==> src/logic/ocg_consts.svh <==
// constants for the overcurrent and thermal fault guard
// assumes a 125 MHz system clock
`ifndef OCG_CONSTS_SVH
`define OCG_CONSTS_SVH
`define OCG_CLK_MHZ         125
`define OCG_SLOT_NS         10000
`define OCG_SLOT_CYC        (`OCG_SLOT_NS * `OCG_CLK_MHZ / 1000)
`define OCG_WINDOW_SLOTS    5000
`define OCG_TRIP_LIMIT      7
`define OCG_LONG_MS         1300
`define OCG_SHORT_MS        150
`define OCG_LONG_SLOTS      (`OCG_LONG_MS * 100)
`define OCG_SHORT_SLOTS     (`OCG_SHORT_MS * 100)
`define OCG_THERM_US        100
`define OCG_THERM_SLOTS     (`OCG_THERM_US / 10)
`define OCG_SEL_LONG_BIT    11
`define OCG_OC_DIS_BIT      1
`endif

==> src/logic/ocg_pkg.sv <==
// types for the overcurrent and thermal fault guard
// assumes ocg_consts.svh beside it
package ocg_pkg;
    typedef enum logic [1:0] {OCG_RUN, OCG_FAULT, OCG_RETRY} ocg_state_e;
    typedef struct packed {
        logic adapter_gate_on;
        logic adapter_present;
        logic switching_enable;
        logic oc_fault;
        logic thermal_stop;
    } ocg_status_s;
endpackage

==> src/logic/ocg_guard.sv <==
// overcurrent and thermal fault guard top
// assumes comparator inputs synchronous to sys_clk_in, control bits static
`include "ocg_consts.svh"
// Functional notes
// (RULE_01) Either adapter or battery discharge comparator counts as a trip.
// (RULE_02) The trip counter rises at most once per 10 us slot.
// (RULE_03) Seven trips within one 50 ms window declare a fault.
// (RULE_04) A fault drops the gate, adapter present and switching at once.
// (RULE_05) After a fault wait 1.3 s or 150 ms by bit 11, then restart.
// (RULE_06) Disable bit 1 ignores trips and blocks any fault.
// (RULE_07) Over-temperature stops switching.
// (RULE_08) Switching resumes 100 us after temperature falls below low point.
// (RULE_09) The counter clears at window end and when a fault is declared.
module ocg_guard (
    // clock and reset
    input  wire logic        sys_clk_in,
    input  wire logic        reset_in,
    // comparators
    input  wire logic        adapter_overcurrent_in,
    input  wire logic        battery_overcurrent_in,
    input  wire logic        over_temp_in,
    input  wire logic        under_low_temp_in,
    // second control register bits
    input  wire logic [15:0] second_control_reg_in,
    // power stage control
    output logic             adapter_isolation_gate_out,
    output logic             adapter_present_out,
    output logic             switching_enable_out,
    output ocg_pkg::ocg_status_s status_out
);
    localparam logic [12:0] WIN_LAST = 13'(`OCG_WINDOW_SLOTS - 1);
    localparam logic [2:0] TRIP_LIM = 3'(`OCG_TRIP_LIMIT);
    // waits run one tick past the slot count: a partial first slot
    // never shortens the debounce or the cooling delay
    localparam logic [17:0] LONG_W = 18'(`OCG_LONG_SLOTS);
    localparam logic [17:0] SHORT_W = 18'(`OCG_SHORT_SLOTS);
    localparam logic [3:0] THERM_W = 4'(`OCG_THERM_SLOTS);

    // ==========================================================
    // slot time base
    logic slot_tick;
    ocg_slot_timer u_slot (
        .sys_clk_in    (sys_clk_in),
        .reset_in      (reset_in),
        .slot_tick_out (slot_tick)
    );

    // ==========================================================
    // trip counting
    logic               trip;
    logic               oc_dis;
    logic [12:0]        win_q;
    logic [2:0]         trips_q;
    logic               slot_hit_q;
    logic               slot_seen;
    logic               win_end;
    logic               fault_now;
    ocg_pkg::ocg_state_e state_q;
    assign oc_dis = second_control_reg_in[`OCG_OC_DIS_BIT];
    assign trip = (adapter_overcurrent_in | battery_overcurrent_in)
                  & ~oc_dis; // see RULE_01 see RULE_06
    // the tick cycle already opens the next slot
    assign slot_seen = slot_hit_q & ~slot_tick;
    // last slot of the fixed window hands over on this tick
    assign win_end = slot_tick & (win_q == WIN_LAST);
    // no fault from trips that straddle a window boundary
    assign fault_now = (state_q == ocg_pkg::OCG_RUN) & trip & ~slot_seen
                       & ~win_end
                       & (trips_q == TRIP_LIM - 3'h1); // see RULE_03

    always_ff @(posedge sys_clk_in or posedge reset_in)
        if (reset_in)
            win_q <= 13'h0000;
        else if (slot_tick)
            win_q <= (win_q == WIN_LAST) ? 13'h0000 : win_q + 13'h0001;

    always_ff @(posedge sys_clk_in or posedge reset_in)
        if (reset_in)
            slot_hit_q <= 1'b0;
        else if (trip)
            slot_hit_q <= 1'b1; // see RULE_02
        else if (slot_tick)
            slot_hit_q <= 1'b0;

    always_ff @(posedge sys_clk_in or posedge reset_in)
        if (reset_in)
            trips_q <= 3'h0;
        else if (fault_now || state_q != ocg_pkg::OCG_RUN || oc_dis)
            trips_q <= 3'h0; // see RULE_09
        else if (win_end)
            trips_q <= {2'h0, trip & ~slot_seen}; // see RULE_09
        else if (trip && !slot_seen)
            trips_q <= trips_q + 3'h1; // see RULE_02

    // ==========================================================
    // fault and retry
    logic [17:0] deb_q;
    always_ff @(posedge sys_clk_in or posedge reset_in)
        if (reset_in)
        begin
            state_q <= ocg_pkg::OCG_RUN;
            deb_q <= 18'h00000;
        end
        else
        begin
            case (state_q)
                ocg_pkg::OCG_RUN:
                    if (fault_now)
                    begin
                        state_q <= ocg_pkg::OCG_FAULT; // see RULE_04
                        deb_q <= 18'h00000;
                    end
                ocg_pkg::OCG_FAULT:
                    if (slot_tick)
                    begin
                        if (deb_q == (second_control_reg_in[`OCG_SEL_LONG_BIT]
                                      ? LONG_W : SHORT_W))
                            state_q <= ocg_pkg::OCG_RETRY; // see RULE_05
                        else
                            deb_q <= deb_q + 18'h00001;
                    end
                ocg_pkg::OCG_RETRY:
                    state_q <= ocg_pkg::OCG_RUN;
                default:
                    state_q <= ocg_pkg::OCG_RUN;
            endcase
        end

    // ==========================================================
    // thermal
    logic       hot_q;
    logic [3:0] cool_q;
    always_ff @(posedge sys_clk_in or posedge reset_in)
        if (reset_in)
        begin
            hot_q <= 1'b0;
            cool_q <= 4'h0;
        end
        else if (over_temp_in)
        begin
            hot_q <= 1'b1; // see RULE_07
            cool_q <= 4'h0;
        end
        else if (hot_q && !under_low_temp_in)
            cool_q <= 4'h0;
        else if (hot_q && slot_tick)
        begin
            if (cool_q == THERM_W)
                hot_q <= 1'b0; // see RULE_08
            else
                cool_q <= cool_q + 4'h1;
        end

    // ==========================================================
    // outputs
    logic run_ok;
    assign run_ok = (state_q == ocg_pkg::OCG_RUN) & ~fault_now;
    always_ff @(posedge sys_clk_in or posedge reset_in)
        if (reset_in)
        begin
            adapter_isolation_gate_out <= 1'b0;
            adapter_present_out <= 1'b0;
            switching_enable_out <= 1'b0;
            status_out <= '0;
        end
        else
        begin
            adapter_isolation_gate_out <= run_ok; // see RULE_04
            adapter_present_out <= run_ok;
            switching_enable_out <= run_ok & ~over_temp_in & ~hot_q;
            status_out.adapter_gate_on <= run_ok;
            status_out.adapter_present <= run_ok;
            status_out.switching_enable <= run_ok & ~over_temp_in & ~hot_q;
            status_out.oc_fault <= ~run_ok;
            status_out.thermal_stop <= over_temp_in | hot_q;
        end

    // ==========================================================
    // checks
    one_count_slot_a: assert property (@(posedge sys_clk_in) // see RULE_02
        disable iff (reset_in) slot_hit_q && !slot_tick
        |=> trips_q == $past(trips_q) || trips_q == 3'h0)
        else $error("trip counted twice in slot");
    fault_drops_gate_a: assert property (@(posedge sys_clk_in) // see RULE_04
        disable iff (reset_in) fault_now
        |=> !adapter_isolation_gate_out && !adapter_present_out
            && !switching_enable_out)
        else $error("fault did not drop outputs");
    disable_no_fault_a: assert property (@(posedge sys_clk_in) // see RULE_06
        disable iff (reset_in) oc_dis |-> !fault_now)
        else $error("fault while disabled");
    hot_stops_sw_a: assert property (@(posedge sys_clk_in) // see RULE_07
        disable iff (reset_in) over_temp_in |=> !switching_enable_out)
        else $error("switching while hot");
    cool_delay_a: assert property (@(posedge sys_clk_in) // see RULE_08
        disable iff (reset_in) $fell(hot_q) |-> cool_q == THERM_W)
        else $error("thermal resume early");
    fault_clears_a: assert property (@(posedge sys_clk_in) // see RULE_09
        disable iff (reset_in) fault_now |=> trips_q == 3'h0)
        else $error("counter not cleared on fault");
    window_clear_a: assert property (@(posedge sys_clk_in) // see RULE_09
        disable iff (reset_in) win_end && !trip |=> trips_q == 3'h0)
        else $error("counter not cleared at window end");
    fault_at_seven_a: assert property (@(posedge sys_clk_in) // see RULE_03
        disable iff (reset_in) $rose(state_q == ocg_pkg::OCG_FAULT)
        |-> $past(trips_q) == 3'h6)
        else $error("fault not at seventh trip");
    retry_wait_a: assert property (@(posedge sys_clk_in) // see RULE_05
        disable iff (reset_in) state_q == ocg_pkg::OCG_RETRY
        |-> deb_q == SHORT_W || deb_q == LONG_W)
        else $error("retry before debounce");
    retry_restores_a: assert property (@(posedge sys_clk_in) // see RULE_05
        disable iff (reset_in) state_q == ocg_pkg::OCG_RETRY
        |-> ##2 adapter_isolation_gate_out && adapter_present_out)
        else $error("retry did not restore outputs");
    fault_seen_c: cover property (@(posedge sys_clk_in) fault_now);
    retry_seen_c: cover property (@(posedge sys_clk_in)
        state_q == ocg_pkg::OCG_RETRY);
    thermal_seen_c: cover property (@(posedge sys_clk_in) $fell(hot_q));
    window_end_c: cover property (@(posedge sys_clk_in)
        win_end && trips_q != 3'h0);
    masked_trip_c: cover property (@(posedge sys_clk_in)
        oc_dis && (adapter_overcurrent_in || battery_overcurrent_in));
endmodule // ocg_guard

==> src/logic/ocg_slot_timer.sv <==
// slot divider: one-cycle pulse every 10 us
// assumes a 125 MHz clock
`include "ocg_consts.svh"
module ocg_slot_timer (
    // clock and reset
    input  wire logic sys_clk_in,
    input  wire logic reset_in,
    // slot pulse
    output logic      slot_tick_out
);
    localparam logic [10:0] SLOT_LAST = 11'(`OCG_SLOT_CYC - 1);
    logic [10:0] div_q;
    always_ff @(posedge sys_clk_in or posedge reset_in)
        if (reset_in)
        begin
            div_q <= 11'h000;
            slot_tick_out <= 1'b0;
        end
        else
        begin
            slot_tick_out <= (div_q == SLOT_LAST);
            div_q <= (div_q == SLOT_LAST) ? 11'h000 : div_q + 11'h001;
        end
endmodule // ocg_slot_timer

==> config.mk <==
export PLATFORM = sky130hd
export DESIGN_NAME = ocg_guard
export DESIGN_NICKNAME = d
export VERILOG_FILES = /design/src/logic/ocg_pkg.sv /design/src/logic/ocg_guard.sv /design/src/logic/ocg_slot_timer.sv
export VERILOG_INCLUDE_DIRS = /design/src /design/src/logic
export SDC_FILE = /design/constraint.sdc
export NUM_CORES = 1
export LEC_CHECK = 0
export ABC_AREA = 1
export BUFFER_PORTS_ARGS = -buffer_cell sky130_fd_sc_hd__buf_2
export CAP_MARGIN = 25
export CORE_MARGIN = 1
export CORE_UTILIZATION = 56
export CTS_BUF_LIST = sky130_fd_sc_hd__clkbuf_4
export DETAILED_ROUTE_END_ITERATION = 7
export PLACE_DENSITY = 0.79
export SLEW_MARGIN = 10
export SYNTH_ARGS = -nofsm -noshare
export SYNTH_HDL_FRONTEND = slang
export SYNTH_HIERARCHICAL = 1
export SYNTH_SLANG_ARGS = --single-unit
==> constraint.sdc <==
create_clock -name sys_clk_in -period 1.5 [get_ports sys_clk_in]
set_input_delay 0.3 -clock sys_clk_in [delete_from_list [all_inputs] [get_ports sys_clk_in]]
set_output_delay 0.3 -clock sys_clk_in [all_outputs]
set_load 0.1 [all_outputs]
---- Word level (Yosys, flattened, before mapping) ----
Index checks and enable logic that the tools add are counted.
word-level totals
  input port bits ......................... 22
  bits in registers ....................... 58
  output and inout port bits .............. 8
cells by class
  eq/ne operators ......................... 12
  reductions and logical operators ........ 19
  bitwise gates (word level) .............. 21
  $add $sub $neg .......................... 5
  muxes and demuxes ....................... 24
operators by type and width
  kind                   number
  $mux 18                3
  $pmux 18 s2            1
  $add 18x1->18 const B  1
  $eq 18x17->1           1
  $mux 17                1
  $mux 4                 4
  $add 13x1->13 const B  1
  $eq 13x13->1 const B   1
  $mux 13                1
  $add 11x1->11 const B  1
  $and 1x1->1            11
  $eq 11x11->1 const B   1
  $mux 11                1
  $reduce_bool 2->1      5
  $mux 3                 3
  $ne 2x2->1 const B     4
  $not 1->1              8
  $mux 1                 6
  $mux 2                 3
  $reduce_and 3->1       2
  $reduce_bool 3->1      2
  $add 4x1->4 const B    1
  $eq 4x4->1 const B     1
  $pmux 2 s2             1
  12 further kinds       17

---- Longest topological paths before layout ----
Gate-level depths: netlist of run 1.
  depth in word-level cells ............... 10
  gate-level depth with buffers ........... 13
  gate-level depth less buffers ........... 12

---- By module ----
Netlist of run 1, hierarchy kept.
by module, submodules not included
  module          area an instance (µm²)  seq. area each (µm²)  cells an instance  times used
  ocg_guard       2,819.0                 1,151.1               368                1
  ocg_slot_timer  596.8                   300.3                 76                 1

---- Least setup slack after synthesis of run 1 ----
No wires, ideal clock.
  path type ............................... flip-flop to output port
  start ................................... register status_out[3] (netlist name)
  end ..................................... output port adapter_present_out
  arrival time ............................ 1.357 ns
  path slack .............................. -0.157 ns
  buffers on the path ..................... 1
  cell stages (with the launch flop) ...... 2
  path through ............................ dfrtp_1 -> buf_4
RTL lines
  element           RTL line         RTL
  end: declaration  ocg_guard.sv:27  output logic adapter_present_out,

---- Worst setup path in the final report of run 1 ----
  start ................................... register win_q[1]
  end ..................................... register deb_q[9]
between the ends
  cells in the longest elaborated chain, start to end .. 7
RTL lines
  element                            RTL line          RTL
  start: declaration                 ocg_guard.sv:52   logic [12:0] win_q;
  start signal: assignment           ocg_guard.sv:75   win_q <= (win_q == WIN_LAST) ? 13'h0000 : win_q + 13'h0001;
  $eq 13x13->1                       ocg_guard.sv:65   assign win_end = slot_tick & (win_q == WIN_LAST);
  $and 1x1->1                        ocg_guard.sv:65
  $not 1->1                          ocg_guard.sv:68   & ~win_end
  $and 1x1->1                        ocg_guard.sv:68
  $and 1x1->1                        ocg_guard.sv:69   & (trips_q == TRIP_LIM - 3'h1);
  $ne 2x2->1 (no source line)        --
  $reduce_and 4->1 (no source line)  --
  end signal: assignment             ocg_guard.sv:120  deb_q <= deb_q + 18'h00001;
  end: declaration                   ocg_guard.sv:97   logic [17:0] deb_q;
No other way between the ends.
A chain may end at the register's enable or synchronous reset.

==> out/metrics.yaml, run 1 <==
status: "complete, but fails checks"
violations: "negative setup slack"
area_delta_synth_final_pct: 27.4
critical_path.max_stage_delay_ns: 0.38
p_leak_nw: 2.19
die_area_mm2: 0.00642
setup_violations: 21
tightest_slew_ns: 0.472
p_switching_mw: 0.688
nFillCells: 404
arrival_ns: 1.93
root_buffer: "clkbuf_4"
diodes: 0
synth_cell_types: 33
worst-path-buf-inv: 2
crit_family: "simple AND/OR/NAND/NOR gates"
min_period_over_period_pct: 108
avgSynthCellArea_um2: 7.69
hold-path-cell-count: 4
skew_ns: 0.0173
start_kind: "register"
drt_iter0_drc: 296
finalHoldViolCount: 0
grt_max_degree: 34
clk_pin_slew_ns: 0.12
p_int_mw: 2.27
dp_slack_ns: -0.157
fin_total_pwr_mw: 2.95
cts_made_buffers: 9
hold_ws_ns: 0.161
clock_power_share_pct: 44.8
htree_levels: 3
numPortBuffers: 15
final_antenna_net_count: 0
fin_crit_ns: 1.62
critical_path.cell_chain: "ha_2 > nand2_2 > inv_2 > nand2_2 > nor2_4 > nand2_4 > nand2_4 > nand2_4 > nand2_4 > nor2_4 > buf_12 > nand2_1 > nand2_1"
grt_setup_unrepaired: "true"
path_class: "register to register"
setup_ws_ns: -0.119
worstRegToRegCells: 13
relSlewSlack_pct: 68.5
cp_slowest_cell: "dfrtp_1"
syn_area_mm2: 0.00342
drt_wl_total_mm: 8.09
hold_class: "input pin to register"
rows: 28
syn-num-nets: 475
worstPathMaxFanout: 14
drt-pass1-iter-count: 5
swShare_pct: 23.3
nets: 557
clkSinkCount: 58
crit_required_ns: 1.81
track_usage_pct: 26.2
vdd_drop_max_mv: 0.503
post-dp-hpwl_mm: 5.36
yosysWarnings: 6
io_pins: 30
cts_tree: "built"
die_height_um: 80.1
start_util_pct: 58.0
drcViolationCount: 0
cpMostUsedCell: "nand2_4"
grt_pass1_wl_mm: 12.9
finish.utilization_pct: 74.0
drv_cap: 0
worstSetupEndpointType: "register"
ys_seq_area_share_pct: 42.5
synthCells: 444
grt_pass1_vias: 2977
die_w_um: 80.1
wl_per_cell_um: 13.3
seqPwrFrac_pct: 52.9
drive_gt1_share_pct: 29.2
clk_latency_ns: 0.42
cp.depth: 13
pwr-share-comb_pct: 2.3
clockBufferDepth: 2
fmax_mhz: 618
grt_overflow: 0
gp_congestion: 0.867
antenna_found_initial: 0
vias_per_cell: 5.22
p_per_area_mw_per_mm2: 679
synth-seq-cells: 58
core_area_mm2: 0.00589
num_vias: 3162
slew_violations: 0
-- cells in the mapped netlist --
cell / count / area (um2)
o211a_1: 1 / 10.0
inv_1: 59 / 221
nor3b_1: 1 / 7.51
a41oi_1: 1 / 8.76
nor2_4: 4 / 45.0
xor2_1: 16 / 140
and3_1: 2 / 12.5
inv_6: 1 / 8.76
dfrtp_1: 58 / 1450
nand2_1: 123 / 462
o21ai_0: 9 / 45.0
a21oi_4: 1 / 16.3
nor3_1: 5 / 25.0
ha_1: 9 / 113
nand3_4: 1 / 17.5
buf_8: 1 / 15.0
nand4_1: 7 / 43.8
buf_4: 4 / 30.0
inv_2: 1 / 3.75
o22ai_1: 1 / 6.26
or2_2: 2 / 12.5
nand2_4: 6 / 67.6
buf_6: 2 / 22.5
a21oi_1: 9 / 45.0
nand2_8: 1 / 20.0
nand2_2: 11 / 68.8
o21bai_1: 1 / 7.51
nand3_1: 30 / 150
nand3b_1: 2 / 15.0
nor2_1: 65 / 244
xnor2_1: 4 / 35.0
nor2_2: 4 / 25.0
nand3_2: 2 / 20.0
-- worst min-delay path, delay by kind of cell --
family          cells  cell delay (ns)
simple gates        2             0.11
compound gates      1             0.03
buf+inv             1             0.11
-- layout by cell type, fill, tap and decap left out, types with 9 or more instances in the layout --
cell type  synthesis  final
buf_4              4     59
clkbuf_4           0     12
dfrtp_1           58     56
inv_1             59     56
nand2_1          123    116
nand2_2           11     17
nand3_1           30     27
nor2_1            65     58
nor2_4             4      9
xor2_1            16     16
-- metrics by stage --
stage	TNS, ns	std cells	cell area, um2
floorplan	-0.865	444	3430
global placement	-1.83	582	3970
detailed placement	-2.61	582	3970
CTS	-1.40	602	4190
global route	-3.73	606	4350
finish	-2.00	606	4350
-- registers in the layout, summed over array words and instances (netlist names) --
signal	cells
state_q	2
u_slot/div_q	11
cool_q	4
deb_q	18
slot_hit_q	1
win_q	13
u_slot/slot_tick_out	1
status_out	4
hot_q	1
trips_q	3
-- routing by layer --
| layer | GRT usage, % | wire length, um | up-vias |
|---|---|---|---|
| met4 | 14.5 | 198 | 0 |
| met5 | 0 | 0 | - |
| li1 | - | - | 1544 |
| met3 | 4.20 | 349 | 19 |
| met2 | 43.8 | 4030 | 92 |
| met1 | 32.3 | 3510 | 1507 |
-- power by group through the flow --
stage	clock network [mW]	logic [mW]	registers, mW
after detailed placement	0	0.0675	1.59
after global routing	1.40	0.0784	1.56
final	1.32	0.0688	1.56
after global placement	0	0.0646	1.59
after CTS	1.32	0.0701	1.56
after floorplan	0	0.0362	1.59
-- kinds of logic (layout without fill, tap and decap cells) --
family                     Yosys count  in the layout  synth area share [%]
AOI/OAI and AO/OA                   23             23                  4.07
adders and majority gates            9              9                  3.30
buffers and inverters               68            153                  8.83
DFF                                 58             58                  42.5
xor gates and xnor gates            20             20                  5.13
and+or+nand+nor                    266            268                  36.2
-- worst paths after layout --
| check | start | endpoint | slack, ns |
|---|---|---|---|
| worst max-delay path | win_q[1] | deb_q[9] | -0.12 |
| worst min-delay path | second_control_reg_in[1] | trips_q[1] | 0.16 |
| worst max register to register | win_q[1] | deb_q[9] | -0.12 |
| min in group asynchronous | reset_in | deb_q[10] | 0.40 |
| max in group asynchronous | reset_in | cool_q[2] | 0.61 |
| worst min register to register | state_q[1] | state_q[1] | 0.50 |
-- layout make-up --
cell class	instances	area (um2)	share of cell area, %
clock buffer	10	75.1	1.72
clock inverter	6	81.3	1.87
sequential	58	1450	33.4
tap	75	93.8	2.16
multi-input combinational	320	1810	41.5
inverter	61	234	5.38
timing repair buffer	76	608	14.0
-- repair_timing --
action | CTS | global route
endpoints found under the setup margin | 28 | 31
hold endpoints to repair | 25 | 0
resized for setup | 14 | 34
cloned | 0 | 2
setup buffers | 4 | 6
hold buffers | 1 | 0
pin swaps | 4 | 17
Note: power is estimated with default switching activity, not from simulation.
==> inputs of run 2 (changes only) <==
- SETUP_SLACK_MARGIN: default -> 0.2
==> run 2 against run 1 <==
The flow finishes with violations (design-rule violations, negative setup slack). Wire length is 66% higher. Final area is 13% higher. Via count is 24% higher. Die area stayed put. First-iteration DRC count is 100% higher. Worst setup slack worse by 0.25 ns. Largest power group unchanged. Count of clock-buffer cells in the layout is 2 higher. Highest routed layer is now met5. Sequential share of layout area is 3.7 points lower. Cell count is 4.0% higher. Sequential cell count stayed put. Utilization is 9.6 points higher. Sequential power hardly changed.
==> out/metrics.yaml, run 2 (synthesized netlist as in run 1, its figures left out) <==
drt_iter0_drc: 594  # +100%
cts_made_buffers: 9  # unchanged
min_period_over_period_pct: 125  # +17 points
numPortBuffers: 15  # unchanged
die_area_mm2: 0.00642  # unchanged
htree_levels: 3  # unchanged
vdd_drop_max_mv: 0.541  # +7.6%
hold_ws_ns: 0.194  # +0.0334 ns
slew_violations: 0  # unchanged
setup_violations: 29  # +38%
largest_reg_flops: 18  # unchanged
core_area_mm2: 0.00589  # unchanged
diodes: 0  # unchanged
grt_max_degree: 47  # +38%
io_pins: 30  # unchanged
use_met1_pct: 36.8  # +4.6 points
skew_ns: 0.0375  # +0.0202 ns
grt_busiest_layer: "met2"
start_util_pct: 58.0  # unchanged
relSlewSlack_pct: 67.9  # -0.60 points
final_antenna_net_count: 0  # unchanged
r2r-start: "deb_q[4]"
rrSetupSlack_ns: -0.37  # -0.25 ns
dp_slack_ns: -0.188  # -0.0313 ns
multi_input_area_mm2: 0.00201  # +11%
arrival_ns: 2.21  # +0.28 ns
crit_end: "deb_q[16]"
drcViolationCount: 20  # +20
grtUsageMet3_pct: 6.25  # +2.0 points
die_w_um: 80.1  # unchanged
crit_required_ns: 1.85  # +0.04 ns
grt_setup_unrepaired: "true"
crit_start: "deb_q[4]"
grt_use_met2_pct: 57.6  # +14 points
clk_pin_slew_ns: 0.13  # about the same
grt_overflow: 0  # unchanged
die_height_um: 80.1  # unchanged
wl_per_cell_um: 21.3  # +59%
track_usage_pct: 33.0  # +6.7 points
largestRegisters: "deb_q (18), win_q (13), u_slot/div_q (11)"
fmax_mhz: 535  # -13%
clkSinkCount: 58  # unchanged
vias_per_cell: 6.22  # +19%
start_kind: "register"
path_class: "register to register"
nFillCells: 258  # -36%
violations: "design-rule violations, negative setup slack"
drv_cap: 0  # unchanged
cp.depth: 7  # -6
drt-pass1-iter-count: 8  # +3
cts_tree: "built"
drt_wl_total_mm: 13.4  # +66%
final_common_cell: "nand2_1"
hold_class: "input pin to register"
worst-path-buf-inv: 0  # -2
tightest_slew_ns: 0.481  # +0.00901 ns
placed_cell_area_mm2: 0.00395  # -0.35%
post-dp-hpwl_mm: 5.21  # -2.7%
rows: 28  # unchanged
crit_family: "simple AND/OR/NAND/NOR gates"
drive_gt1_share_pct: 39.3  # +10 points
finalHoldViolCount: 0  # unchanged
worstPathMaxFanout: 3  # -11
design_area_mm2: 0.00492  # +13%
fin_setup_tns_ns: -7.32  # -5.32 ns
top_register: "deb_q"
nets: 581  # +4.3%
status: "complete, but fails checks"
final_cell_mix: "nand2_1 (108), buf_4 (57), dfrtp_1 (55)"
finish.utilization_pct: 83.6  # +9.6 points
clockBufferDepth: 2  # unchanged
r2r-end: "deb_q[16]"
root_buffer: "clkbuf_4"
worstSetupEndpointType: "register"
critical_path.max_stage_delay_ns: 0.45  # +0.07 ns
area_delta_synth_final_pct: 44.0
grt_pass1_vias: 3379  # +14%
worstRegToRegCells: 7  # -6
p_per_area_mw_per_mm2: 586  # -14%
num_vias: 3921  # +24%
hold-path-cell-count: 4  # unchanged
cp_slowest_cell: "dfrtp_1"
antenna_found_initial: 1  # +1
setup_ws_ns: -0.368  # -0.249 ns
critical_path.cell_chain: "nand2_1 > nor2_1 > nand2_2 > o21ai_0 > a21oi_1 > nand3_2 > nand2_1"
p_leak_nw: 2.39  # +8.8%
final-seq-area_mm2: 0.00146  # +0.43%
fin_crit_ns: 1.87  # +0.249 ns
cpMostUsedCell: "nand2_1"
clk_latency_ns: 0.45  # +0.03 ns
grt_pass1_wl_mm: 15.7  # +22%
gp_congestion: 0.859  # -0.96%
[run 2: metal layers]
layer,wire [um],part of all wire (%)
met1,4440,33
met2,6120,46
met3,1620,12
met4,1220,9.1
met5,8,0.060
[run 2: report_power, final]
| part | internal [mW] | total [mW] | switching, mW |
|---|---|---|---|
| Combinational | 0.0205 | 0.0801 | 0.0596 |
| Clock | 0.552 | 1.24 | 0.686 |
| Sequential | 1.56 | 1.56 | 0.000000000000000158 |
| Total | 2.14 | 2.88 | 0.745 |
[run 2: worst min path at each step]
stage	startpoint	to	slack, ns
finish	second_control_reg_in[1]	trips_q[1]	0.19
global route	second_control_reg_in[1]	trips_q[1]	0.17
CTS	over_temp_in	status_out[0]	0.17
detailed placement	reset_in	u_slot/div_q[6]	0.36
global placement	reset_in	u_slot/div_q[9]	0.36
floorplan	reset_in	u_slot/div_q[0]	0.16
[run 2: repair_timing]
| item | 4_1_cts | 5_1_grt |
|---|---|---|
| hold buffers | 1 | 0 |
| setup buffers | 21 | 13 |
| pin swaps | 22 | 36 |
| gates resized for setup | 70 | 81 |
| setup endpoints to repair | 44 | 53 |
| endpoints found under the hold margin | 58 | 0 |
| gates cloned | 2 | 0 |
[run 2: area by class of cell]
cell class	instances	share of cell area, %
clock inverter	4	0.865
inverter	61	5.04
timing repair buffer	100	19.7
tap	75	1.91
sequential	58	29.7
clock buffer	12	1.83
multi-input combinational	320	40.9
[run 2: metrics by stage]
step	power [mW]	instances
finish	2.88	630
CTS	2.79	617
global placement	1.66	577
global route	2.95	630
floorplan	1.63	444
detailed placement	1.66	577
[run 2: worst min-delay path, cell delays in order]
cell and delay, ns:
buf_2 0.14, nor2_4 0.06, nand2_2 0.08, a21oi_2 0.04
